**src/serial_pkg.sv**
```systemverilog
// Constants for the asynchronous serial transmit/receive core
package serial_pkg;
    // Register offsets
    localparam logic [7:0] DATA_OFS = 8'h00;
    localparam logic [7:0] RSR_OFS = 8'h04;
    localparam logic [7:0] FLAG_OFS = 8'h18;
    localparam logic [7:0] IBRD_OFS = 8'h24;
    localparam logic [7:0] FBRD_OFS = 8'h28;
    localparam logic [7:0] LCR_OFS = 8'h2c;
    localparam logic [7:0] CTL_OFS = 8'h30;
    // Control register
    localparam logic [15:0] CTL_RESET = 16'h0300;
    localparam int CTL_EN = 0;
    localparam int CTL_TXE = 8;
    localparam int CTL_RXE = 9;
    // Line control fields
    localparam int LCR_BRK = 0;
    localparam int LCR_PEN = 1;
    localparam int LCR_EPS = 2;
    localparam int LCR_STP2 = 3;
    localparam int LCR_FEN = 4;
    localparam int LCR_WLEN = 5;
    localparam int LCR_SPS = 7;
    // Flag register bits
    localparam int FLAG_BUSY = 3;
    // Error bits of a receive entry, above the 8 data bits
    localparam int ERR_FE = 8;
    localparam int ERR_PE = 9;
    localparam int ERR_BE = 10;
    localparam int ERR_OE = 11;
    // Oversampling: last tick of a bit and start-check tick
    localparam logic [3:0] OVS_LAST = 4'hf;
    localparam logic [3:0] START_CHECK = 4'h7;
endpackage : serial_pkg

```
**src/async_serial_txrx_core.sv**
```systemverilog
// Asynchronous serial transmit/receive core with fractional divisor
`timescale 1ns/1ns
module async_serial_txrx_core #(
    parameter int DEPTH = 16,
    parameter int AW = $clog2(DEPTH)
) (
    input wire logic ref_clk_i,
    input wire logic reset_i,
    input wire logic [7:0] addr_i,
    input wire logic [15:0] wr_data_i,
    input wire logic wr_i,
    input wire logic rd_i,
    output logic [15:0] rd_data_o,
    input wire logic serial_rx_line_i,
    output logic serial_tx_line_o
);
    typedef enum logic [2:0] {ST_IDLE, ST_START, ST_DATA, ST_PAR, ST_STOP} frame_st_t;

    localparam logic [AW:0] QFULL = (AW + 1)'(DEPTH);
    localparam logic [AW:0] QONE = (AW + 1)'(1);

    // Parity of the active data bits; stick parity overrides
    function automatic logic par_bit(input logic [7:0] d, input logic [1:0] wl,
                                     input logic ev, input logic st);
        logic [7:0] m;
        m = 8'hff >> ~wl;
        par_bit = st ? ~ev : (ev ? ^(d & m) : ~^(d & m));
    endfunction : par_bit

    logic [15:0] ctl_r;
    logic [15:0] ibrd_r;
    logic [5:0] fbrd_r;
    logic [7:0] lcr_r;
    logic [29:0] cfg_r;
    logic [3:0] rsr_r;
    logic [3:0] rsr_nxt;
    logic [15:0] rd_data_r;
    logic tx_r;

    // Address decode
    wire sel_data = addr_i == serial_pkg::DATA_OFS;
    wire sel_rsr = addr_i == serial_pkg::RSR_OFS;
    wire sel_flag = addr_i == serial_pkg::FLAG_OFS;
    wire sel_ibrd = addr_i == serial_pkg::IBRD_OFS;
    wire sel_fbrd = addr_i == serial_pkg::FBRD_OFS;
    wire sel_lcr = addr_i == serial_pkg::LCR_OFS;
    wire sel_ctl = addr_i == serial_pkg::CTL_OFS;
    wire lcr_wr = wr_i & sel_lcr;

    // Divisor and line settings come only from the 30-bit shadow; enables come from ctl_r
    wire [15:0] divisor_int_part = cfg_r[29:14];
    wire [5:0] divisor_frac_part = cfg_r[13:8];
    wire brk = cfg_r[serial_pkg::LCR_BRK];
    wire pen = cfg_r[serial_pkg::LCR_PEN];
    wire eps = cfg_r[serial_pkg::LCR_EPS];
    wire stp2 = cfg_r[serial_pkg::LCR_STP2];
    wire queue_enable_bit = cfg_r[serial_pkg::LCR_FEN];
    wire [1:0] wlen = cfg_r[serial_pkg::LCR_WLEN +: 2];
    wire sps = cfg_r[serial_pkg::LCR_SPS];
    wire port_global_enable = ctl_r[serial_pkg::CTL_EN];
    wire tx_enable_bit = ctl_r[serial_pkg::CTL_TXE];
    wire rx_enable_bit = ctl_r[serial_pkg::CTL_RXE];
    wire [2:0] last_bit = {1'b0, wlen} + 3'h4;
    wire [AW:0] q_lim = queue_enable_bit ? QFULL : QONE;

    // Fractional divisor: period is int or int+1 cycles by carry
    logic [16:0] bd_cnt_r;
    logic [5:0] bd_acc_r;
    logic oversample_tick;
    wire [6:0] acc_sum = {1'b0, bd_acc_r} + {1'b0, divisor_frac_part};
    wire bd_wrap = (bd_cnt_r == 17'h0) && (divisor_int_part != 16'h0);
    wire [16:0] bd_reload = {1'b0, divisor_int_part} - 17'h1 + {16'h0, acc_sum[6]};

    // Oversample tick generator, sixteen per bit
    always_ff @(posedge ref_clk_i or posedge reset_i) begin
        if (reset_i) begin
            bd_cnt_r <= 17'h0;
            bd_acc_r <= 6'h0;
            oversample_tick <= 1'b0;
        end else begin
            oversample_tick <= bd_wrap;
            if (bd_wrap) begin
                bd_cnt_r <= bd_reload;
                bd_acc_r <= acc_sum[5:0];
            end else if (bd_cnt_r != 17'h0) begin
                bd_cnt_r <= bd_cnt_r - 17'h1;
            end
        end
    end

    // Transmit queue
    logic [7:0] txq [DEPTH];
    logic [AW-1:0] txw_r;
    logic [AW-1:0] txr_r;
    logic [AW:0] txc_r;
    wire tx_empty = txc_r == '0;
    wire tx_full = txc_r >= q_lim;
    wire tx_push = wr_i & sel_data & ~tx_full;
    logic tx_pop;

    // Receive queue, four error bits above each character
    logic [11:0] rxq [DEPTH];
    logic [AW-1:0] rxw_r;
    logic [AW-1:0] rxr_r;
    logic [AW:0] rxc_r;
    wire rx_empty = rxc_r == '0;
    wire rx_full = rxc_r >= q_lim;
    wire rx_pop = rd_i & sel_data & ~rx_empty;
    logic rx_done;
    logic [11:0] rx_entry;
    wire rx_push = rx_done & ~rx_full;
    wire rx_ovr = rx_done & rx_full;

    // Queue storage; no reset needed on data
    always_ff @(posedge ref_clk_i) begin
        if (tx_push) begin
            txq[txw_r] <= wr_data_i[7:0];
        end
        if (rx_push) begin
            rxq[rxw_r] <= rx_entry;
        end
    end

    // Queue pointers and counts
    always_ff @(posedge ref_clk_i or posedge reset_i) begin
        if (reset_i) begin
            txw_r <= '0;
            txr_r <= '0;
            txc_r <= '0;
            rxw_r <= '0;
            rxr_r <= '0;
            rxc_r <= '0;
        end else begin
            txw_r <= txw_r + AW'(tx_push);
            txr_r <= txr_r + AW'(tx_pop);
            txc_r <= txc_r + (AW + 1)'(tx_push) - (AW + 1)'(tx_pop);
            rxw_r <= rxw_r + AW'(rx_push);
            rxr_r <= rxr_r + AW'(rx_pop);
            rxc_r <= rxc_r + (AW + 1)'(rx_push) - (AW + 1)'(rx_pop);
        end
    end

    // Transmitter
    frame_st_t tx_st_r;
    logic [3:0] tx_sub_r;
    logic [2:0] tx_bit_r;
    logic [7:0] tx_sh_r;
    logic tx_par_r;
    logic tx_line_nxt;
    // Frames start only from idle; enable is not looked at mid-frame
    wire tx_go = (tx_st_r == ST_IDLE) & port_global_enable & tx_enable_bit
               & ~tx_empty & oversample_tick;
    wire tx_end = oversample_tick & (tx_sub_r == serial_pkg::OVS_LAST);
    wire tx_busy = ~tx_empty | (tx_st_r != ST_IDLE);
    assign tx_pop = tx_go;

    always_ff @(posedge ref_clk_i or posedge reset_i) begin
        if (reset_i) begin
            tx_st_r <= ST_IDLE;
            tx_sub_r <= 4'h0;
            tx_bit_r <= 3'h0;
            tx_sh_r <= 8'h0;
            tx_par_r <= 1'b0;
        end else begin
            if (tx_st_r != ST_IDLE && oversample_tick) begin
                tx_sub_r <= tx_sub_r + 4'h1;
            end
            case (tx_st_r)
                ST_IDLE: begin
                    if (tx_go) begin
                        tx_st_r <= ST_START;
                        tx_sub_r <= 4'h0;
                        tx_sh_r <= txq[txr_r];
                        tx_par_r <= par_bit(txq[txr_r], wlen, eps, sps);
                    end
                end
                ST_START: begin
                    if (tx_end) begin
                        tx_st_r <= ST_DATA;
                        tx_bit_r <= 3'h0;
                    end
                end
                ST_DATA: begin
                    if (tx_end) begin
                        tx_sh_r <= {1'b0, tx_sh_r[7:1]};
                        tx_bit_r <= tx_bit_r + 3'h1;
                        if (tx_bit_r == last_bit) begin
                            tx_st_r <= pen ? ST_PAR : ST_STOP;
                            tx_bit_r <= 3'h0;
                        end
                    end
                end
                ST_PAR: begin
                    if (tx_end) begin
                        tx_st_r <= ST_STOP;
                    end
                end
                ST_STOP: begin
                    if (tx_end) begin
                        if (stp2 && tx_bit_r == 3'h0) begin
                            tx_bit_r <= 3'h1;
                        end else begin
                            tx_st_r <= ST_IDLE;
                        end
                    end
                end
                default: tx_st_r <= ST_IDLE;
            endcase
        end
    end

    // Line level per state; break forces the line low
    always_comb begin
        case (tx_st_r)
            ST_START: tx_line_nxt = 1'b0;
            ST_DATA: tx_line_nxt = tx_sh_r[0];
            ST_PAR: tx_line_nxt = tx_par_r;
            default: tx_line_nxt = 1'b1;
        endcase
        if (brk) begin
            tx_line_nxt = 1'b0;
        end
    end

    // Receiver
    frame_st_t rx_st_r;
    logic [3:0] rx_sub_r;
    logic [2:0] rx_bit_r;
    logic [7:0] rx_sh_r;
    logic rx_pbit_r;
    logic rx_pe_r;
    logic rx_prev_r;
    logic ovr_pend_r;
    wire rx_i = serial_rx_line_i;
    wire [7:0] rx_data = rx_sh_r >> ~wlen;
    wire rx_samp = oversample_tick & (rx_sub_r == serial_pkg::OVS_LAST);
    wire rx_fall = rx_prev_r & ~rx_i & port_global_enable & rx_enable_bit;
    wire rx_stop = (rx_st_r == ST_STOP) & rx_samp;
    // Break: data, parity and stop all low
    wire rx_brk = ~rx_i & (rx_data == 8'h0) & (~pen | ~rx_pbit_r);
    assign rx_done = rx_stop;
    assign rx_entry = {ovr_pend_r, rx_brk, rx_pe_r, ~rx_i, rx_data};

    always_ff @(posedge ref_clk_i or posedge reset_i) begin
        if (reset_i) begin
            rx_st_r <= ST_IDLE;
            rx_sub_r <= 4'h0;
            rx_bit_r <= 3'h0;
            rx_sh_r <= 8'h0;
            rx_pbit_r <= 1'b0;
            rx_pe_r <= 1'b0;
            rx_prev_r <= 1'b1;
            ovr_pend_r <= 1'b0;
        end else begin
            rx_prev_r <= rx_i;
            if (rx_ovr) begin
                ovr_pend_r <= 1'b1;
            end else if (rx_push) begin
                ovr_pend_r <= 1'b0;
            end
            if (rx_st_r != ST_IDLE && oversample_tick) begin
                rx_sub_r <= rx_sub_r + 4'h1;
            end
            case (rx_st_r)
                ST_IDLE: begin
                    if (rx_fall) begin
                        rx_st_r <= ST_START;
                        rx_sub_r <= 4'h0;
                    end
                end
                ST_START: begin
                    if (oversample_tick && rx_sub_r == serial_pkg::START_CHECK) begin
                        rx_st_r <= rx_i ? ST_IDLE : ST_DATA;
                        rx_sub_r <= 4'h0;
                        rx_bit_r <= 3'h0;
                        rx_pe_r <= 1'b0;
                        rx_pbit_r <= 1'b0;
                    end
                end
                ST_DATA: begin
                    if (rx_samp) begin
                        rx_sh_r <= {rx_i, rx_sh_r[7:1]};
                        rx_bit_r <= rx_bit_r + 3'h1;
                        if (rx_bit_r == last_bit) begin
                            rx_st_r <= pen ? ST_PAR : ST_STOP;
                        end
                    end
                end
                ST_PAR: begin
                    if (rx_samp) begin
                        rx_pbit_r <= rx_i;
                        rx_pe_r <= rx_i != par_bit(rx_data, wlen, eps, sps);
                        rx_st_r <= ST_STOP;
                    end
                end
                ST_STOP: begin
                    if (rx_samp) begin
                        rx_st_r <= ST_IDLE;
                    end
                end
                default: rx_st_r <= ST_IDLE;
            endcase
        end
    end

    // Receive status: set by a pop or overrun wins over a clearing write
    always_comb begin
        rsr_nxt = (wr_i & sel_rsr) ? 4'h0 : rsr_r;
        if (rx_pop) begin
            rsr_nxt[2:0] = rxq[rxr_r][10:8];
        end
        if (rx_ovr) begin
            rsr_nxt[3] = 1'b1;
        end
    end

    // Read data selection
    wire [15:0] flag_w = {8'h0, tx_empty, rx_full, tx_full, rx_empty, tx_busy, 3'h0};
    wire [15:0] rd_mux = sel_data ? (rx_empty ? 16'h0 : {4'h0, rxq[rxr_r]})
                       : sel_rsr ? {12'h0, rsr_r}
                       : sel_flag ? flag_w
                       : sel_ibrd ? ibrd_r
                       : sel_fbrd ? {10'h0, fbrd_r}
                       : sel_lcr ? {8'h0, lcr_r}
                       : sel_ctl ? ctl_r
                       : 16'h0;

    // Register file and output flops
    always_ff @(posedge ref_clk_i or posedge reset_i) begin
        if (reset_i) begin
            ctl_r <= serial_pkg::CTL_RESET;
            ibrd_r <= 16'h0;
            fbrd_r <= 6'h0;
            lcr_r <= 8'h0;
            cfg_r <= 30'h0;
            rsr_r <= 4'h0;
            rd_data_r <= 16'h0;
            tx_r <= 1'b1;
        end else begin
            rsr_r <= rsr_nxt;
            tx_r <= tx_line_nxt;
            rd_data_r <= rd_i ? rd_mux : rd_data_r;
            if (wr_i && sel_ctl) begin
                ctl_r <= wr_data_i;
            end
            if (wr_i && sel_ibrd) begin
                ibrd_r <= wr_data_i;
            end
            if (wr_i && sel_fbrd) begin
                fbrd_r <= wr_data_i[5:0];
            end
            if (lcr_wr) begin
                lcr_r <= wr_data_i[7:0];
                cfg_r <= {ibrd_r, fbrd_r, wr_data_i[7:0]};
            end
        end
    end

    assign rd_data_o = rd_data_r;
    assign serial_tx_line_o = tx_r;

    AST_CTL_RESET: assert property (@(posedge ref_clk_i)
        $fell(reset_i) |-> (ctl_r[9:8] == 2'b11))
        else $error("enables not set after reset");
    AST_CFG_LOAD: assert property (@(posedge ref_clk_i) disable iff (reset_i)
        lcr_wr |=> (cfg_r == {$past(ibrd_r), $past(fbrd_r), $past(wr_data_i[7:0])}))
        else $error("shadow not loaded on line control write");
    AST_CFG_HOLD: assert property (@(posedge ref_clk_i) disable iff (reset_i)
        !lcr_wr |=> $stable(cfg_r))
        else $error("shadow changed without line control write");
    AST_TX_IDLE_HIGH: assert property (@(posedge ref_clk_i) disable iff (reset_i)
        (tx_st_r == ST_IDLE && !brk) |=> serial_tx_line_o)
        else $error("tx line low while idle");
    AST_TX_START_LOW: assert property (@(posedge ref_clk_i) disable iff (reset_i)
        (tx_st_r == ST_START && !brk) |=> !serial_tx_line_o)
        else $error("start bit not low");
    AST_TX_FINISH: assert property (@(posedge ref_clk_i) disable iff (reset_i)
        (tx_st_r == ST_DATA) |=> (tx_st_r != ST_IDLE))
        else $error("frame cut short");
    AST_BUSY_FALL: assert property (@(posedge ref_clk_i) disable iff (reset_i)
        $fell(tx_busy) |-> (tx_empty && $past(tx_st_r) == ST_STOP))
        else $error("busy dropped early");
    AST_START_REJECT: assert property (@(posedge ref_clk_i) disable iff (reset_i)
        (rx_st_r == ST_START && oversample_tick && rx_sub_r == 4'h7 && rx_i)
        |=> (rx_st_r == ST_IDLE))
        else $error("false start accepted");
    AST_FRAMING: assert property (@(posedge ref_clk_i) disable iff (reset_i)
        (rx_stop && !rx_i && !rx_full) |-> (rx_push && rx_entry[serial_pkg::ERR_FE]))
        else $error("framing error not flagged");
    AST_QUEUE_DEPTH1: assert property (@(posedge ref_clk_i) disable iff (reset_i)
        !queue_enable_bit |-> ##1 (rxc_r <= QONE || $past(queue_enable_bit)))
        else $error("queue deeper than one while disabled");
    AST_RD_WIDTH: assert property (@(posedge ref_clk_i) disable iff (reset_i)
        (rd_i && sel_data) |=> (rd_data_o[15:12] == 4'h0))
        else $error("data read wider than 12 bits");
endmodule : async_serial_txrx_core

```
**config.mk**
```make
export PLATFORM = sky130hd
export DESIGN_NAME = async_serial_txrx_core
export DESIGN_NICKNAME = d
export VERILOG_FILES = /design/src/serial_pkg.sv /design/src/async_serial_txrx_core.sv
export SDC_FILE = /design/constraint.sdc
export NUM_CORES = 1
export LEC_CHECK = 0
export ABC_AREA = 0
export BUFFER_PORTS_ARGS = -buffer_cell sky130_fd_sc_hd__buf_2
export CAP_MARGIN = 20
export CELL_PAD_IN_SITES_DETAIL_PLACEMENT = 1
export CELL_PAD_IN_SITES_GLOBAL_PLACEMENT = 2
export CORE_UTILIZATION = 50
export CTS_CLUSTER_DIAMETER = 30
export DETAILED_ROUTE_END_ITERATION = 8
export GPL_TIMING_DRIVEN = 0
export PLACE_DENSITY = 0.89
export SLEW_MARGIN = 25
export SYNTH_ARGS = -nofsm -noshare
export SYNTH_HDL_FRONTEND = slang
export SYNTH_SLANG_ARGS = --single-unit
```
**constraint.sdc**
```tcl
create_clock -name ref_clk_i -period 9.3 [get_ports ref_clk_i]
set_input_delay 0.465 -clock ref_clk_i [delete_from_list [all_inputs] [get_ports ref_clk_i]]
set_output_delay 0.465 -clock ref_clk_i [all_outputs]
set_load 0.05 [all_outputs]
```
==> impl_metrics.csv <==
group,metric,value,unit
status,status,"completed",
setup_path,cp-end-kind,"register",
logic_synthesis,async_reset_ff_share,36.0,%
drt,viasPerCell,6.01,
drt,wl,61.1,mm
cts,cts_root_buffer,"clkbuf_16",
logic_synthesis,syn_avg_cell_area,15.1,sq um
setup_path,start_kind,"register",
final_layout,multi_input_area,7140,sq um
cts,clk_path_buf_depth,3,
logic_synthesis,ys.warnings.count,0,
drt,first_pass_iters,5,
sta,max_freq,0.230,GHz
drt,drc,0,
final_layout,fillCellCount,3894,
final_layout,fin_nets,1672,
cts,numCtsBuffers,98,
global_routing,grt_pass1_vias,14986,
final_layout,design_area,26400,sq um
drt,wl_met1,24.4,mm
cts,path_clk_slew,0.05,ns
die,fp.dieW,210,um
cts,insertion_delay,0.65,ns
logic_synthesis,synth_cell_types,65,
sta,finalSetupViolCount,0,
final_layout,drive_gt1_share,27.4,%
die,rows,75,
setup_path,crit_arrival,4.59,ns
sta,fin_crit,4.35,ns
min_path,holdCritPathClass,"in -> reg",
placement,place_hpwl,37.4,mm
placement,place_area,22900,sq um
die,die_area,44200,sq um
sta,slew_headroom,22.1,%
pwr,power_per_cell_area,246,nW/um^2
die,ios,46,
placement,port-buffer-count,44,
placement,dp_cells,2071,
drt,wl_per_cell,27.1,um
global_routing,grt_antenna_before_repair,0,
logic_synthesis,netlist_area,21700,sq um
cts,htreeDepth,3,
logic_synthesis,synth-edff-count,320,
final_layout,regArea,14100,sq um
sta,grt_setup_unrepaired,"no",
final_layout,final_common_cell,"edfxtp_1",
global_routing,track_usage,28.7,%
logic_synthesis,ys_seq_area_share,65.1,%
logic_synthesis,ys_ff_latch,500,
global_routing,grt-ovfl-total,0,
logic_synthesis,synth_ff_type,"edfxtp_1",
sta,timing.hold.ws,0.0849,ns
cts,post_cts_buffers,0,
die,initial_core_util,51.1,%
setup_path,cp_data_required_time,9.54,ns
final_layout,stdcell_count,2258,
sta,setup-tns-final,0,ns
drt,dr.max_layer_used,"met4",
cts,cts_sinks,500,
logic_synthesis,syn-num-nets,1508,
final_layout,mostFrequentLayoutCells,"edfxtp_1, dfrtp_1, clkbuf_16",
placement,gp_congestion,0.799,
drt,num_vias,13573,
drt,wl_met2,31.8,mm
die,die_h,210,um
drt,dr_wl_met3,2.96,mm
cts,cts_tree,"built",
drt,antenna_left,0,
final_layout,area_growth_syn_to_layout,21.8,%
sta,worstMarginPinSlew,1.15,ns
sta,drv_slew,0,
pwr,p_leak,0.0101,uW
sta,hold_viol,0,
sta,min_period_over_period,46.8,%
drt,drt_iter0_drc,1233,
sta,fin_skew,0.0354,ns
final_layout,diodes,0,
job,cap_violations,0,
global_routing,grt_start_max_net_pins,79,
pwr,ir_drop,0.205,mV
setup_path,crit_type,"reg -> reg",
global_routing,grt_pass1_wl,93.1,mm
logic_synthesis,synth_cells,1432,
setup_path,path_max_fanout,12,
die,core_area,42400,sq um
==> synth_stat cells, drive strengths merged, types with 10 or more instances <==
| master | number | area share [%] |
|---|---|---|
| edfxtp | 320 | 44 |
| dfrtp | 176 | 20 |
| nor2 | 101 | 1.8 |
| mux2 | 88 | 4.6 |
| mux4 | 76 | 7.9 |
| nand2 | 73 | 1.3 |
| inv | 57 | 0.99 |
| o21ai | 57 | 1.3 |
| ha | 44 | 2.5 |
| mux2i | 40 | 1.8 |
| a21oi | 39 | 0.90 |
| clkbuf | 38 | 0.66 |
| nand3 | 37 | 0.85 |
| xnor2 | 36 | 1.5 |
| xor2 | 27 | 1.1 |
| a221oi | 25 | 1.2 |
| buf | 24 | 0.81 |
| nor3 | 22 | 0.51 |
| a22oi | 16 | 0.60 |
| nand2b | 14 | 0.40 |
| a22o | 11 | 0.44 |
| a31oi | 10 | 0.29 |
==> report_power, final <==
part	switching [uW]	leakage, uW	total, uW	internal [uW]
registers	60.8	0.00521	2490	2430
logic	198	0.00322	328	130
clock network	1240	0.00165	3680	2440
total	1500	0.0101	6490	5000
==> per-stage QoR <==
stage | utilization, % | setup slack (ns) | total power, uW
2_1_floorplan | - | 3.95 | 2730
3_3_place_gp | 53.4 | 1.56 | 2820
3_5_place_dp | 54.0 | 5.20 | 2840
4_1_cts | 62.3 | 5.05 | 6520
5_1_grt | 62.3 | 5.06 | 6640
6_report | 62.3 | 4.95 | 6490
==> repair_timing <==
item	in CTS	in global routing
hold endpoints to repair	34	0
hold buffers	2	0
resized for setup	0	0
==> final cells by class <==
type	instances	share of cell area, %
tap	577	2.73
inverter	57	0.838
clock inverter	64	3.15
clock buffer	121	9.96
buffer	62	1.21
multi-input combinational	813	27.0
sequential	500	53.4
timing repair buffer	64	1.63
==> worst paths after layout <==
| check | slack (ns) | to | cells past startpoint | start |
|---|---|---|---|---|
| worst max-delay path | 4.95 | rxq[4][9] | 6 | oversample_tick |
| worst min-delay path | 0.08 | ibrd_r[12] | 2 | wr_data_i[12] |
| worst max register to register | 4.95 | rxq[4][9] | 6 | oversample_tick |
| worst min register to register | 0.48 | tx_sh_r[0] | 1 | tx_sh_r[0] |
| max in group asynchronous | 7.85 | rx_prev_r | 5 | reset_i |
| min in group asynchronous | 0.35 | bd_cnt_r[8] | 3 | reset_i |
==> cell families after synthesis <==
kind of cell,Yosys count,synth area share [%]
flip-flops,500,65.1
multiplexers,204,14.3
AO/OA/AOI/OAI,196,6.18
XOR/XNOR,64,2.65
buffers and inverters,119,2.45
adder cells (fa/ha/maj),47,2.81
AND/OR/NAND/NOR,302,6.51
==> flip-flops by register name (all words and copies together) (netlist names), 8 cells and up <==
| signal | flops |
|---|---|
| rxq | 192 |
| txq | 128 |
| cfg_r | 23 |
| bd_cnt_r | 17 |
| ctl_r | 16 |
| ibrd_r | 16 |
| rd_data_o | 16 |
| rx_sh_r | 8 |
| tx_sh_r | 8 |
==> critical path: stages, from the launching register on <==
cell	delay (ns)
dfrtp_1	0.55
clkbuf_1	0.43
nand3_1	0.26
nor4_2	0.89
nand2_1	0.44
or3_1	0.55
nor2_2	0.83
==> layer usage <==
layer	vias to the layer above	track usage [%]
met1	7165	35.9
met3	130	4.62
met5	-	0
met4	0	11.5
li1	5831	-
met2	447	50.0
Power figures use the tool's default switching activity.
